[src/core/iat_defines.svh]
// Register offsets, field positions and reset values of the input alarm threshold bank
`ifndef IAT_DEFINES_SVH
`define IAT_DEFINES_SVH

`define IAT_OFS_FLAGS      8'h20
`define IAT_OFS_HIGH       8'h24
`define IAT_OFS_LOW        8'h28
`define IAT_OFS_IRQ_STAT   8'h30
`define IAT_OFS_IRQ_MASK   8'h34
`define IAT_OFS_SAMPLE     8'h38

`define IAT_HIGH_RESET     16'hffff
`define IAT_LOW_RESET      16'h0000
`define IAT_HYST_RESET     8'h00
`define IAT_THR_MSB        15
`define IAT_THR_LSB        4
`define IAT_HYST_MSB       31
`define IAT_HYST_LSB       24
`define IAT_HYST_VAL_MSB   7
`define IAT_HYST_VAL_LSB   6
`define IAT_TRIP_HIGH_BIT  4
`define IAT_TRIP_LOW_BIT   5
`define IAT_OVERALL_BIT    0
`define IAT_HTRANS_NONSEQ  2'h2
`define IAT_ADDR_MSB       7
`define IAT_ADDR_LSB       2

`endif

[src/core/iat_pkg.sv]
// Types shared by the input alarm threshold bank
package iat_pkg;

    typedef struct packed {
        logic [7:0]  hyst;
        logic [15:0] high_th;
        logic [15:0] low_th;
    } iat_cfg_t;

    typedef struct packed {
        logic trip_low;
        logic trip_high;
    } iat_trip_t;

    typedef enum logic [1:0] {
        IAT_IDLE,
        IAT_WRITE,
        IAT_READ
    } iat_phase_t;

endpackage

[src/core/iat_regs.sv]
// Input alarm threshold registers, window comparator and interrupt on an AHB-Lite slave
//
// Our own choice: the AHB-Lite interface to the registers.
`timescale 1ns/1ps
`include "iat_defines.svh"

// Operation
// - Hysteresis uses top two hysteresis bits
// - Upper threshold low half, resets ones
// - Lower threshold low half, resets zero
// - Upper register bits 23..16 read zero
// - Lower register top half reads zero
// - Upper register byte addressed 24h..27h
// - Lower register byte addressed 28h..2Bh
// - Read-only tripped flags high and low
// - Overall alarm is OR of trips
module iat_regs (
    input  wire logic        hclk,
    input  wire logic        hresetn,
    input  wire logic        hsel,
    input  wire logic [31:0] haddr,
    input  wire logic [1:0]  htrans,
    input  wire logic        hwrite,
    input  wire logic [2:0]  hsize,
    input  wire logic [31:0] hwdata,
    input  wire logic        hready,
    output logic      [31:0] hrdata,
    output logic             hreadyout,
    output logic             hresp,
    input  wire logic        conv_valid,
    input  wire logic [11:0] conv_result,
    output logic             trip_high,
    output logic             trip_low,
    output logic             overall_alarm_bit,
    output logic             irq
);

    iat_pkg::iat_cfg_t   cfg, next_cfg;
    iat_pkg::iat_trip_t  trip, next_trip;
    iat_pkg::iat_phase_t phase, next_phase;
    logic [7:0]  addr_q, next_addr_q;
    logic [3:0]  be_q, next_be_q;
    logic [1:0]  irq_stat, next_irq_stat;
    logic [1:0]  irq_mask, next_irq_mask;
    logic [11:0] last_sample, next_last_sample;
    logic [31:0] next_hrdata;
    logic [31:0] high_word, low_word, wmask;
    logic [31:0] high_merge;
    logic [7:0]  word_addr;
    logic [12:0] hyst_amt;
    logic [12:0] high_cmp, low_cmp;
    logic        take;

    // Single-cycle answers: the slave never stretches a transfer
    assign hreadyout = 1'b1;
    assign hresp     = 1'b0;

    assign take = hsel && hready && htrans == `IAT_HTRANS_NONSEQ;

    // Reserved bytes are built as zero rather than stored
    assign high_word = {cfg.hyst, 8'h00, cfg.high_th};
    assign low_word  = {16'h0000, cfg.low_th};

    // Byte enables let each byte address hit its own lane
    always_comb begin
        next_be_q = 4'h0;
        case (hsize)
            3'h0: next_be_q = 4'h1 << haddr[1:0];
            3'h1: next_be_q = haddr[1] ? 4'hc : 4'h3;
            default: next_be_q = 4'hf;
        endcase
    end

    assign wmask = {{8{be_q[3]}}, {8{be_q[2]}}, {8{be_q[1]}}, {8{be_q[0]}}};

    // Merged upper word; only the top byte is kept from it
    assign high_merge = (high_word & ~wmask) | (hwdata & wmask);
    assign word_addr  = {haddr[`IAT_ADDR_MSB:`IAT_ADDR_LSB], 2'b00};

    always_comb begin
        next_phase  = iat_pkg::IAT_IDLE;
        next_addr_q = addr_q;
        if (take) begin
            next_phase  = hwrite ? iat_pkg::IAT_WRITE : iat_pkg::IAT_READ;
            next_addr_q = {haddr[`IAT_ADDR_MSB:`IAT_ADDR_LSB], 2'b00};
        end
    end

    // Register writes; low nibbles are kept as written, host keeps them zero
    always_comb begin
        next_cfg      = cfg;
        next_irq_mask = irq_mask;
        if (phase == iat_pkg::IAT_WRITE) begin
            case (addr_q)
                `IAT_OFS_HIGH: begin
                    next_cfg.hyst    = high_merge[`IAT_HYST_MSB:`IAT_HYST_LSB];
                    next_cfg.high_th = (cfg.high_th & ~wmask[15:0]) | (hwdata[15:0] & wmask[15:0]);
                end
                `IAT_OFS_LOW: begin
                    next_cfg.low_th = (cfg.low_th & ~wmask[15:0]) | (hwdata[15:0] & wmask[15:0]);
                end
                `IAT_OFS_IRQ_MASK: next_irq_mask = hwdata[1:0] & wmask[1:0] | irq_mask & ~wmask[1:0];
                default: ;
            endcase
        end
    end

    // Read data is registered: data follows one cycle after the address phase
    always_comb begin
        next_hrdata = 32'h0000_0000;
        if (take && !hwrite) begin
            case ({haddr[`IAT_ADDR_MSB:`IAT_ADDR_LSB], 2'b00})
                `IAT_OFS_FLAGS:    next_hrdata = {26'h0, trip.trip_low, trip.trip_high, 3'h0, overall_alarm_bit};
                `IAT_OFS_HIGH:     next_hrdata = high_word;
                `IAT_OFS_LOW:      next_hrdata = low_word;
                `IAT_OFS_IRQ_STAT: next_hrdata = {30'h0, irq_stat};
                `IAT_OFS_IRQ_MASK: next_hrdata = {30'h0, irq_mask};
                `IAT_OFS_SAMPLE:   next_hrdata = {20'h0, last_sample};
                default:           next_hrdata = 32'h0000_0000;
            endcase
        end
    end

    // Hysteresis step in 12-bit codes: 0, 1, 2 or 3 codes below/above the limit
    assign hyst_amt = {11'h000, cfg.hyst[`IAT_HYST_VAL_MSB:`IAT_HYST_VAL_LSB]};
    assign high_cmp = {1'b0, cfg.high_th[`IAT_THR_MSB:`IAT_THR_LSB]};
    assign low_cmp  = {1'b0, cfg.low_th[`IAT_THR_MSB:`IAT_THR_LSB]};

    // Set above upper or below lower limit; release only once back inside by the hysteresis margin
    always_comb begin
        next_trip        = trip;
        next_last_sample = last_sample;
        if (conv_valid) begin
            next_last_sample = conv_result;
            if ({1'b0, conv_result} > high_cmp)
                next_trip.trip_high = 1'b1;
            else if ({1'b0, conv_result} + hyst_amt <= high_cmp)
                next_trip.trip_high = 1'b0;
            if ({1'b0, conv_result} < low_cmp)
                next_trip.trip_low = 1'b1;
            else if ({1'b0, conv_result} >= low_cmp + hyst_amt)
                next_trip.trip_low = 1'b0;
        end
    end

    // Sticky status: a new trip wins over a write-one clear in the same cycle
    always_comb begin
        next_irq_stat = irq_stat;
        if (phase == iat_pkg::IAT_WRITE && addr_q == `IAT_OFS_IRQ_STAT)
            next_irq_stat = irq_stat & ~(hwdata[1:0] & wmask[1:0]);
        if (next_trip.trip_high && !trip.trip_high)
            next_irq_stat[0] = 1'b1;
        if (next_trip.trip_low && !trip.trip_low)
            next_irq_stat[1] = 1'b1;
    end

    always_ff @(posedge hclk or negedge hresetn) begin
        if (!hresetn) begin
            cfg         <= '{hyst: `IAT_HYST_RESET, high_th: `IAT_HIGH_RESET, low_th: `IAT_LOW_RESET};
            trip        <= '0;
            phase       <= iat_pkg::IAT_IDLE;
            addr_q      <= 8'h00;
            be_q        <= 4'h0;
            irq_stat    <= 2'h0;
            irq_mask    <= 2'h0;
            last_sample <= 12'h000;
            hrdata      <= 32'h0000_0000;
        end else begin
            cfg         <= next_cfg;
            trip        <= next_trip;
            phase       <= next_phase;
            addr_q      <= next_addr_q;
            if (take)
                be_q    <= next_be_q;
            irq_stat    <= next_irq_stat;
            irq_mask    <= next_irq_mask;
            last_sample <= next_last_sample;
            hrdata      <= next_hrdata;
        end
    end

    assign trip_high         = trip.trip_high;
    assign trip_low          = trip.trip_low;
    assign overall_alarm_bit = trip.trip_high | trip.trip_low;
    assign irq               = |(irq_stat & irq_mask);

    chk_high_reset_ones: assert property (@(posedge hclk) $rose(hresetn) |-> cfg.high_th == `IAT_HIGH_RESET)
        else $error("upper threshold not all ones after reset");
    chk_low_reset_zero: assert property (@(posedge hclk) $rose(hresetn) |-> cfg.low_th == `IAT_LOW_RESET)
        else $error("lower threshold not zero after reset");
    chk_high_reserved_zero: assert property (@(posedge hclk) disable iff (!hresetn)
        $past(take && !hwrite && haddr[7:0] == `IAT_OFS_HIGH) |-> hrdata[23:16] == 8'h00)
        else $error("upper register reserved byte not zero");
    chk_low_reserved_zero: assert property (@(posedge hclk) disable iff (!hresetn)
        $past(take && !hwrite && haddr[7:0] == `IAT_OFS_LOW) |-> hrdata[31:16] == 16'h0000)
        else $error("lower register upper half not zero");
    chk_byte_write_top: assert property (@(posedge hclk) disable iff (!hresetn)
        take && hwrite && haddr[7:0] == 8'h27 && hsize == 3'h0 ##1 1'b1 |=> cfg.hyst == $past(hwdata[31:24]))
        else $error("byte write to top of upper register lost");
    chk_byte_write_low: assert property (@(posedge hclk) disable iff (!hresetn)
        take && hwrite && haddr[7:0] == 8'h29 && hsize == 3'h0 ##1 1'b1 |=> cfg.low_th[15:8] == $past(hwdata[15:8]))
        else $error("byte write to lower register lost");
    chk_trip_high_set: assert property (@(posedge hclk) disable iff (!hresetn)
        conv_valid && conv_result > cfg.high_th[15:4] |=> trip_high)
        else $error("high alarm not raised above threshold");
    chk_trip_low_set: assert property (@(posedge hclk) disable iff (!hresetn)
        conv_valid && conv_result < cfg.low_th[15:4] |=> trip_low)
        else $error("low alarm not raised below threshold");
    chk_overall_or: assert property (@(posedge hclk) disable iff (!hresetn)
        $past(take && !hwrite && haddr[7:0] == `IAT_OFS_FLAGS) |-> hrdata[0] == (hrdata[4] | hrdata[5]))
        else $error("overall alarm bit differs from OR of trips");
    chk_trip_hold_hyst: assert property (@(posedge hclk) disable iff (!hresetn)
        trip_high && conv_valid && conv_result + cfg.hyst[7:6] > cfg.high_th[15:4] |=> trip_high)
        else $error("high alarm released inside hysteresis band");

    // Bus handshake and reset state
    chk_ready_always: assert property (@(posedge hclk) disable iff (!hresetn) hreadyout == 1'b1)
        else $error("slave inserted a wait state");
    chk_resp_okay: assert property (@(posedge hclk) disable iff (!hresetn) hresp == 1'b0)
        else $error("slave answered with an error response");
    chk_reset_clears: assert property (@(posedge hclk) !hresetn |->
        hrdata == 32'h0000_0000 && !trip_high && !trip_low && !irq && hreadyout)
        else $error("outputs not quiet during reset");
    chk_addr_capture: assert property (@(posedge hclk) disable iff (!hresetn)
        take |=> addr_q == $past(word_addr))
        else $error("word address not captured");
    chk_phase_on_take: assert property (@(posedge hclk) disable iff (!hresetn)
        take |=> phase == ($past(hwrite) ? iat_pkg::IAT_WRITE : iat_pkg::IAT_READ))
        else $error("data phase kind wrong");
    chk_phase_idle: assert property (@(posedge hclk) disable iff (!hresetn)
        !take |=> phase == iat_pkg::IAT_IDLE)
        else $error("data phase without address phase");
    chk_byte_lane_one: assert property (@(posedge hclk) disable iff (!hresetn)
        take && hsize == 3'h0 |=> $onehot(be_q))
        else $error("byte transfer enabled more than one lane");
    chk_half_lane_pair: assert property (@(posedge hclk) disable iff (!hresetn)
        take && hsize == 3'h1 |=> be_q == 4'h3 || be_q == 4'hc)
        else $error("halfword transfer lanes wrong");
    chk_word_lanes_all: assert property (@(posedge hclk) disable iff (!hresetn)
        take && hsize == 3'h2 |=> be_q == 4'hf)
        else $error("word transfer lanes wrong");
    chk_lanes_held: assert property (@(posedge hclk) disable iff (!hresetn)
        !take |=> $stable(be_q))
        else $error("lane enables changed without a transfer");
    // Read data
    chk_idle_rd_zero: assert property (@(posedge hclk) disable iff (!hresetn)
        $past(!(take && !hwrite)) |-> hrdata == 32'h0000_0000)
        else $error("read data not zero outside a read");
    chk_flags_reserved: assert property (@(posedge hclk) disable iff (!hresetn)
        $past(take && !hwrite && word_addr == `IAT_OFS_FLAGS) |-> hrdata[3:1] == 3'h0 && hrdata[31:6] == 26'h0)
        else $error("flag register reserved bits not zero");
    chk_flags_trips: assert property (@(posedge hclk) disable iff (!hresetn)
        $past(take && !hwrite && word_addr == `IAT_OFS_FLAGS) |-> hrdata[5:4] == $past({trip_low, trip_high}))
        else $error("tripped flags read wrong");
    chk_rd_high_word: assert property (@(posedge hclk) disable iff (!hresetn)
        $past(take && !hwrite && word_addr == `IAT_OFS_HIGH) |-> hrdata == $past({cfg.hyst, 8'h00, cfg.high_th}))
        else $error("upper register read wrong");
    chk_rd_low_word: assert property (@(posedge hclk) disable iff (!hresetn)
        $past(take && !hwrite && word_addr == `IAT_OFS_LOW) |-> hrdata[15:0] == $past(cfg.low_th))
        else $error("lower register read wrong");
    chk_rd_stat_word: assert property (@(posedge hclk) disable iff (!hresetn)
        $past(take && !hwrite && word_addr == `IAT_OFS_IRQ_STAT) |-> hrdata == {30'h0, $past(irq_stat)})
        else $error("status register read wrong");
    chk_rd_mask_word: assert property (@(posedge hclk) disable iff (!hresetn)
        $past(take && !hwrite && word_addr == `IAT_OFS_IRQ_MASK) |-> hrdata == {30'h0, $past(irq_mask)})
        else $error("mask register read wrong");
    chk_rd_sample_word: assert property (@(posedge hclk) disable iff (!hresetn)
        $past(take && !hwrite && word_addr == `IAT_OFS_SAMPLE) |-> hrdata == {20'h0, $past(last_sample)})
        else $error("last result read wrong");
    chk_rd_unmapped: assert property (@(posedge hclk) disable iff (!hresetn) $past(take && !hwrite &&
        !(word_addr inside {`IAT_OFS_FLAGS, `IAT_OFS_HIGH, `IAT_OFS_LOW, `IAT_OFS_IRQ_STAT, `IAT_OFS_IRQ_MASK,
        `IAT_OFS_SAMPLE})) |-> hrdata == 32'h0000_0000)
        else $error("unmapped address read not zero");
    // Register writes
    chk_high_word_write: assert property (@(posedge hclk) disable iff (!hresetn)
        phase == iat_pkg::IAT_WRITE && addr_q == `IAT_OFS_HIGH && be_q == 4'hf |=>
        cfg.high_th == $past(hwdata[15:0]) && cfg.hyst == $past(hwdata[31:24]))
        else $error("word write to upper register lost");
    chk_low_word_write: assert property (@(posedge hclk) disable iff (!hresetn)
        phase == iat_pkg::IAT_WRITE && addr_q == `IAT_OFS_LOW && be_q == 4'hf |=> cfg.low_th == $past(hwdata[15:0]))
        else $error("word write to lower register lost");
    chk_low_keeps_high: assert property (@(posedge hclk) disable iff (!hresetn)
        phase == iat_pkg::IAT_WRITE && addr_q == `IAT_OFS_LOW |=> $stable(cfg.high_th) && $stable(cfg.hyst))
        else $error("lower register write disturbed upper register");
    chk_high_keeps_low: assert property (@(posedge hclk) disable iff (!hresetn)
        phase == iat_pkg::IAT_WRITE && addr_q == `IAT_OFS_HIGH |=> $stable(cfg.low_th))
        else $error("upper register write disturbed lower register");
    chk_cfg_only_write: assert property (@(posedge hclk) disable iff (!hresetn)
        phase != iat_pkg::IAT_WRITE |=> $stable(cfg))
        else $error("thresholds changed without a write");
    chk_mask_write: assert property (@(posedge hclk) disable iff (!hresetn)
        phase == iat_pkg::IAT_WRITE && addr_q == `IAT_OFS_IRQ_MASK && be_q[0] |=> irq_mask == $past(hwdata[1:0]))
        else $error("mask write lost");
    chk_mask_held: assert property (@(posedge hclk) disable iff (!hresetn)
        !(phase == iat_pkg::IAT_WRITE && addr_q == `IAT_OFS_IRQ_MASK) |=> $stable(irq_mask))
        else $error("mask changed without a write");
    // Comparator
    chk_sample_capture: assert property (@(posedge hclk) disable iff (!hresetn)
        conv_valid |=> last_sample == $past(conv_result))
        else $error("conversion result not captured");
    chk_sample_held: assert property (@(posedge hclk) disable iff (!hresetn)
        !conv_valid |=> $stable(last_sample))
        else $error("last result changed without a conversion");
    chk_trips_held: assert property (@(posedge hclk) disable iff (!hresetn)
        !conv_valid |=> $stable({trip_high, trip_low}))
        else $error("tripped flag changed without a conversion");
    chk_trip_high_clear: assert property (@(posedge hclk) disable iff (!hresetn)
        conv_valid && ({1'b0, conv_result} + hyst_amt) <= high_cmp |=> !trip_high)
        else $error("high alarm not released below the band");
    chk_trip_low_clear: assert property (@(posedge hclk) disable iff (!hresetn)
        conv_valid && {1'b0, conv_result} >= (low_cmp + hyst_amt) |=> !trip_low)
        else $error("low alarm not released above the band");
    chk_trip_low_hold: assert property (@(posedge hclk) disable iff (!hresetn)
        trip_low && conv_valid && {1'b0, conv_result} < (low_cmp + hyst_amt) |=> trip_low)
        else $error("low alarm released inside hysteresis band");
    chk_overall_is_or: assert property (@(posedge hclk) disable iff (!hresetn)
        overall_alarm_bit == (trip_high | trip_low))
        else $error("overall alarm differs from the trips");
    // Interrupt status and line
    chk_stat_high_set: assert property (@(posedge hclk) disable iff (!hresetn)
        $rose(trip_high) |-> irq_stat[0])
        else $error("high trip did not set its status bit");
    chk_stat_low_set: assert property (@(posedge hclk) disable iff (!hresetn)
        $rose(trip_low) |-> irq_stat[1])
        else $error("low trip did not set its status bit");
    chk_stat_sticky: assert property (@(posedge hclk) disable iff (!hresetn)
        !(phase == iat_pkg::IAT_WRITE && addr_q == `IAT_OFS_IRQ_STAT) |=> (irq_stat & $past(irq_stat)) == $past(irq_stat))
        else $error("status bit cleared without a write");
    chk_stat_high_w1c: assert property (@(posedge hclk) disable iff (!hresetn) phase == iat_pkg::IAT_WRITE &&
        addr_q == `IAT_OFS_IRQ_STAT && hwdata[0] && be_q[0] && !conv_valid |=> !irq_stat[0])
        else $error("high status bit not cleared by a one");
    chk_stat_low_w1c: assert property (@(posedge hclk) disable iff (!hresetn) phase == iat_pkg::IAT_WRITE &&
        addr_q == `IAT_OFS_IRQ_STAT && hwdata[1] && be_q[0] && !conv_valid |=> !irq_stat[1])
        else $error("low status bit not cleared by a one");
    chk_set_wins_high: assert property (@(posedge hclk) disable iff (!hresetn) phase == iat_pkg::IAT_WRITE &&
        addr_q == `IAT_OFS_IRQ_STAT && hwdata[0] && be_q[0] && next_trip.trip_high && !trip.trip_high |=> irq_stat[0])
        else $error("clear won over a new high trip");
    chk_irq_needs_mask: assert property (@(posedge hclk) disable iff (!hresetn)
        irq |-> irq_mask != 2'h0)
        else $error("interrupt raised with every source masked");
    chk_irq_high_path: assert property (@(posedge hclk) disable iff (!hresetn)
        $rose(trip_high) && irq_mask[0] |-> irq)
        else $error("unmasked high trip did not raise the interrupt");

    cov_high_trip: cover property (@(posedge hclk) disable iff (!hresetn) $rose(trip_high));
    cov_low_release: cover property (@(posedge hclk) disable iff (!hresetn) $fell(trip_low));
    cov_low_trip: cover property (@(posedge hclk) disable iff (!hresetn) $rose(trip_low));
    cov_irq: cover property (@(posedge hclk) disable iff (!hresetn) $rose(irq));
    cov_release: cover property (@(posedge hclk) disable iff (!hresetn) $fell(trip_high));

endmodule

[config.mk]
export PLATFORM = sky130hd
export DESIGN_NAME = iat_regs
export DESIGN_NICKNAME = d
export VERILOG_FILES = /design/src/core/iat_pkg.sv /design/src/core/iat_regs.sv
export VERILOG_INCLUDE_DIRS = /design/src /design/src/core
export SDC_FILE = /design/constraint.sdc
export NUM_CORES = 1
export LEC_CHECK = 0
export BUFFER_PORTS_ARGS = -buffer_cell sky130_fd_sc_hd__buf_2
export CAP_MARGIN = 15
export CORE_MARGIN = 3
export CORE_UTILIZATION = 59
export CTS_BUF_LIST = sky130_fd_sc_hd__clkbuf_4 sky130_fd_sc_hd__clkbuf_8 sky130_fd_sc_hd__clkbuf_16
export CTS_CLUSTER_DIAMETER = 120
export CTS_CLUSTER_SIZE = 8
export DETAILED_ROUTE_END_ITERATION = 7
export PLACE_DENSITY = 0.95
export SYNTH_ARGS = -nofsm -noshare
export SYNTH_HDL_FRONTEND = slang
export SYNTH_SLANG_ARGS = --single-unit
[constraint.sdc]
create_clock -name hclk -period 5.9 [get_ports hclk]
set_clock_uncertainty 0.1 [all_clocks]
set_input_delay 1.18 -clock hclk [delete_from_list [all_inputs] [get_ports hclk]]
set_output_delay 1.18 -clock hclk [all_outputs]
set_load 0.05 [all_outputs]
==> results of run 1 <==
## power by group through the flow
stage	logic [W]	registers [W]	clock network [W]
global route	0.000296	0.000727	0.000458
floorplan	0.000172	0.000730	0
finish	0.000270	0.000723	0.000424
detailed placement	0.000263	0.000733	0
global placement	0.000244	0.000729	0
CTS	0.000265	0.000721	0.000430
## worst paths after layout
check                           cells past startpoint  slack, ns                          to
worst max register to register                     11       2.69                   trip_high
worst max-delay path                               12       2.24                   trip_high
max in group asynchronous                           2       4.31  asynchronous set/reset pin
worst min-delay path                                1       0.41                    register
worst min register to register                      1       0.41                    register
min in group asynchronous                           1       0.69  asynchronous set/reset pin
## cell families after synthesis
family,share of synthesized area [%]
simple gates,13.18
mux,14.04
flops,43.17
compound gates,9.411
other cells,0.1381
fa+ha+maj,12.47
buf+inv,4.372
xor+xnor,3.221
## synth_stat cells (3+ instances only)
library cell | number | area share (%)
o21ai_0 | 19 | 1.7
ha_1 | 51 | 12
mux2_2 | 65 | 13
nand3b_1 | 4 | 0.55
nand2_1 | 34 | 2.3
nor3_1 | 11 | 1.0
nor2b_1 | 4 | 0.46
xor2_1 | 3 | 0.48
a22oi_1 | 14 | 1.9
dfstp_2 | 16 | 7.7
xnor2_1 | 17 | 2.7
a21oi_1 | 19 | 1.7
nand3_1 | 8 | 0.74
clkbuf_1 | 8 | 0.55
dfrtp_1 | 77 | 35
buf_4 | 10 | 1.4
a22o_1 | 3 | 0.48
and3_1 | 11 | 1.3
inv_1 | 33 | 2.3
nor4b_4 | 3 | 1.3
nor2_1 | 29 | 2.0
a21o_1 | 6 | 0.83
nand4_1 | 11 | 1.3
nand2_2 | 5 | 0.58
## routing by layer
metal | up-vias | GRT usage, % | wire length [µm]
li1 | 1935 | - | -
met1 | 2081 | 32.80 | 5384
met2 | 182 | 42.53 | 6551
met3 | 45 | 6.894 | 913
met4 | 0 | 12.51 | 460
met5 | - | 0 | 0
## cell type report
class | instances | area, µm²
multi-input combinational | 361 | 2883
fill | 615 | 2718
sequential | 93 | 2347
timing repair buffer | 83 | 440.4
tap | 108 | 135.1
clock buffer | 9 | 123.9
inverter | 33 | 123.9
clock inverter | 7 | 75.07
antenna | 1 | 2.502
## metrics by stage
stage / power (W) / instance area, µm² / std cells
detailed placement: 0.0009956 / 5902 / 677
CTS: 0.001416 / 6101 / 693
global route: 0.001482 / 6128 / 694
finish: 0.001417 / 6131 / 695
floorplan: 0.0009028 / 5468 / 507
global placement: 0.0009733 / 5902 / 677
==> results.sh, run 1 <==
export IMPL_status="finished, final reports clean"
export IMPL_cpLargestDelayFamily="simple AND/OR/NAND/NOR gates"
export IMPL_cts_buffers=9
export IMPL_switching_share_pct=32.12
export IMPL_wirelength_um=13310
export IMPL_crit_buf_inv=2
export IMPL_drt_wirelength_per_cell_um=19.15
export IMPL_hold_slack_ns=0.4136
export IMPL_num_rows=34
export IMPL_critPathMaxStageDelay_ns=0.45
export IMPL_worstPathArrival_ns=3.82
export IMPL_cts_max_level=3
export IMPL_drtIter0Drc=293
export IMPL_post_route_util_pct=69.29
export IMPL_drc=0
export IMPL_setup_worst_path_start="conv_result[0]"
export IMPL_core_area_um2=8848
export IMPL_max_cap_violations=0
export IMPL_routabilityCongestion=0.9859
export IMPL_worstSetupEndpointType="register"
export IMPL_grt_usage_pct=26.24
export IMPL_grt_max_degree=94
export IMPL_ctsHoldBuffers=0
export IMPL_crit_path_start_kind="primary input"
export IMPL_worst_pin_slew_ns=0.8483
export IMPL_die_width_um=102
export IMPL_syn_area_per_cell_um2=10.90
export IMPL_layout_common_cells="81 x buf_2, 77 x dfrtp_1, 65 x mux2_2"
export IMPL_vias_per_cell=6.105
export IMPL_async_flop_share_pct=100.0
export IMPL_yosysSeqAreaShare_pct=43.17
export IMPL_setup_viol=0
export IMPL_p_comb_share_pct=19.0
export IMPL_cts_reportedPaths_clkPinSlew_ns=0.10
export IMPL_ys_flop_type="dfrtp_1"
export IMPL_period_minus_slack_ns=3.662
export IMPL_p_switching_w=0.0004551
export IMPL_dpl_hpwl_um=9814
export IMPL_grt_pass1_vias=4503
export IMPL_port_buffers=82
export IMPL_ys_types=54
export IMPL_rsz0062_at_grt="false"
export IMPL_crit_path_max_fanout=4
export IMPL_cts_buffer_depth=2
export IMPL_crit_slowest_cell="fa_1"
export IMPL_die_area_um2=10400
export IMPL_crit_required_ns=6.05
export IMPL_fp_dieH_um=102
export IMPL_setup_ws_ns=2.238
export IMPL_post_cts_buffers=0
export IMPL_hold_viol_final=0
export IMPL_p_per_area_nw_per_um2=231.1
export IMPL_first_pass_iters=5
export IMPL_yosys_register_bits=93
export IMPL_syn_inst=499
export IMPL_route_vias_total=4243
export IMPL_cts_tree="yes"
export IMPL_clock_sinks=93
export IMPL_antenna_found_initial=0
export IMPL_seqPwrFrac_pct=51.0
export IMPL_dp_slack_ns=1.855
export IMPL_fin_nets=721
export IMPL_root_buffer="clkbuf_8"
export IMPL_cts_resized=0
export IMPL_ir_worst_vdd_mv=0.1980
export IMPL_ant_nets=0
export IMPL_clk_latency_ns=0.37
export IMPL_io_pins=125
export IMPL_slew_viol_final=0
export IMPL_power_leakage_nw=2.954
export IMPL_timing_fmax_mhz=273.1
export IMPL_min_path_type="reg -> reg"
export IMPL_p_int_w=0.0009617
export IMPL_grt_pass1_wl_um=21310
export IMPL_period_share_pct=62.06
export IMPL_crit_top_cell="ha_1"
export IMPL_drive_above_1_share_pct=32.59
export IMPL_pwr_share_clk_pct=29.9
export IMPL_synth_edf_count=0
export IMPL_synthesis_area_um2=5438
export IMPL_crit_type="in -> reg"
export IMPL_setup_tns_final_ns=0
export IMPL_area_growth_pct=12.75
export IMPL_crit_chain="buf_2 > ha_1 > inv_1 > fa_1 > or2_2 > nor2_1 > xor2_1 > ha_1 > nand3_1 > o41ai_1 > a31oi_1 > or3_1"
export IMPL_relSlewSlack_pct=43.45
export IMPL_initial_core_util_pct=61.45
export IMPL_gr_total_overflow=0
export IMPL_ys_warn_count=0
export IMPL_layout_commonest_cell="buf_2"
Note: power is estimated with default switching activity, not from simulation.
==> inputs of run 2 (changes only) <==
CORE_UTILIZATION = 55   (was 59)
PLACE_DENSITY = 0.91   (was 0.95)
clock period = 3.39 ns   (was 5.9 ns; I/O delays follow)
==> results.sh, run 2 (synthesis results as in run 1) <==
export IMPL_clk_latency_ns=0.37
export IMPL_layout_common_cells="81 x buf_2, 77 x dfrtp_1, 65 x mux2_2"
export IMPL_min_path_type="in -> async"
export IMPL_grt_pass1_wl_um=21910
export IMPL_dpl_hpwl_um=9993
export IMPL_reg2reg_setup_slack_ns=0.33
export IMPL_drt_wirelength_per_cell_um=18.33
export IMPL_period_minus_slack_ns=3.057
export IMPL_fin_nets=730
export IMPL_worstPathArrival_ns=3.21
export IMPL_cts_reportedPaths_clkPinSlew_ns=0.10
export IMPL_ff2ff_path_depth=11
export IMPL_cts_tree="yes"
export IMPL_slew_viol_final=0
export IMPL_setup_ws_ns=0.3327
export IMPL_cts_max_level=3
export IMPL_ctsHoldBuffers=0
export IMPL_layout_commonest_cell="buf_2"
export IMPL_worstSetupEndpointType="register"
export IMPL_antenna_found_initial=0
export IMPL_num_antenna_cells=0
export IMPL_period_share_pct=90.19
export IMPL_setup_viol=0
export IMPL_status="finished, final reports clean"
export IMPL_routabilityCongestion=0.9649
export IMPL_n_fill_cell=689
export IMPL_crit_type="reg -> reg"
export IMPL_io_pins=125
export IMPL_crit_path_max_fanout=4
export IMPL_drive_above_1_share_pct=33.61
export IMPL_dp_cells=708
export IMPL_fp_dieH_um=105.4
export IMPL_wirelength_um=13270
export IMPL_port_buffers=82
export IMPL_ir_worst_vdd_mv=0.3722
export IMPL_cts_resized=0
export IMPL_rsz0062_at_grt="false"
export IMPL_vias_per_cell=5.836
export IMPL_power_leakage_nw=2.996
export IMPL_grt_usage_pct=24.75
export IMPL_max_cap_violations=0
export IMPL_gr_total_overflow=0
export IMPL_timing_fmax_mhz=327.1
export IMPL_core_area_um2=9415
export IMPL_grt_max_degree=52
export IMPL_cts_buffer_depth=2
export IMPL_crit_required_ns=3.54
export IMPL_drtIter0Drc=272
export IMPL_dp_slack_ns=0.05828
export IMPL_setup_tns_final_ns=0
export IMPL_route_vias_total=4225
export IMPL_cts_buffers=9
export IMPL_drc=0
export IMPL_root_buffer="clkbuf_8"
export IMPL_relSlewSlack_pct=51.01
export IMPL_clock_sinks=93
export IMPL_crit_path_start_kind="register"
export IMPL_first_pass_iters=5
export IMPL_ant_nets=0
export IMPL_p_per_area_nw_per_um2=405.0
export IMPL_num_rows=35
export IMPL_post_cts_buffers=0
export IMPL_initial_core_util_pct=57.75
export IMPL_area_growth_pct=14.27
export IMPL_die_width_um=105.4
export IMPL_hold_viol_final=0
export IMPL_grt_pass1_vias=4348
export IMPL_layout_cells_non_filler=724
export IMPL_worst_pin_slew_ns=0.7327
export IMPL_die_area_um2=11120
[run 2: power breakdown]
part	switching, W	internal, W
clock network	0.000430	0.000359
logic	0.000271	0.000199
registers	0.0000716	0.00119
[run 2: cell type report]
cell class / count / area [µm²] / share of cell area [%]
clock buffer: 9 / 123.9 / 1.994
clock inverter: 7 / 86.33 / 1.389
inverter: 33 / 123.9 / 1.994
multi-input combinational: 361 / 2883 / 46.40
sequential: 93 / 2347 / 37.78
tap: 129 / 161.4 / 2.598
timing repair buffer: 92 / 488.0 / 7.853
[run 2: path summary, 6_finish.rpt]
path,start,endpoint
worst max-delay path,register,trip_high
worst min-delay path,hresetn,asynchronous set/reset pin
worst max register to register,register,trip_high
worst min register to register,register,register
max in group asynchronous,hresetn,asynchronous set/reset pin
min in group hclk,register,register
[run 2: layer usage]
layer | GRT usage [%] | share of wire [%] | up-vias | wire [µm]
met3 | 4.532 | 5.6 | 40 | 743
met1 | 31.94 | 42 | 2078 | 5609
met4 | 10.03 | 3.4 | 0 | 454
met2 | 41.12 | 49 | 164 | 6464
met5 | 0 | 0 | - | 0
li1 | - | - | 1943 | -
[run 2: worst max-delay path: stages (launching register included)]
cell and delay, ns:
dfrtp_1 0.46, ha_1 0.23, inv_1 0.06, fa_1 0.39, or2_2 0.35, nor2_1 0.14
xor2_1 0.08, ha_1 0.29, nand3_1 0.11, o41ai_1 0.36, a31oi_1 0.06, or3_1 0.31
[run 2: through the flow]
step                hold WS (ns)  power, W  utilization (%)  instance area [µm²]
floorplan                 0.2824  0.001571                -                 5468
global placement          0.3688  0.001707            63.76                 6003
detailed placement        0.3860  0.001738            63.76                 6003
CTS                       0.2286  0.002522            65.99                 6213
global route              0.2406  0.002625            65.99                 6213
finish                    0.2073  0.002516            65.99                 6213
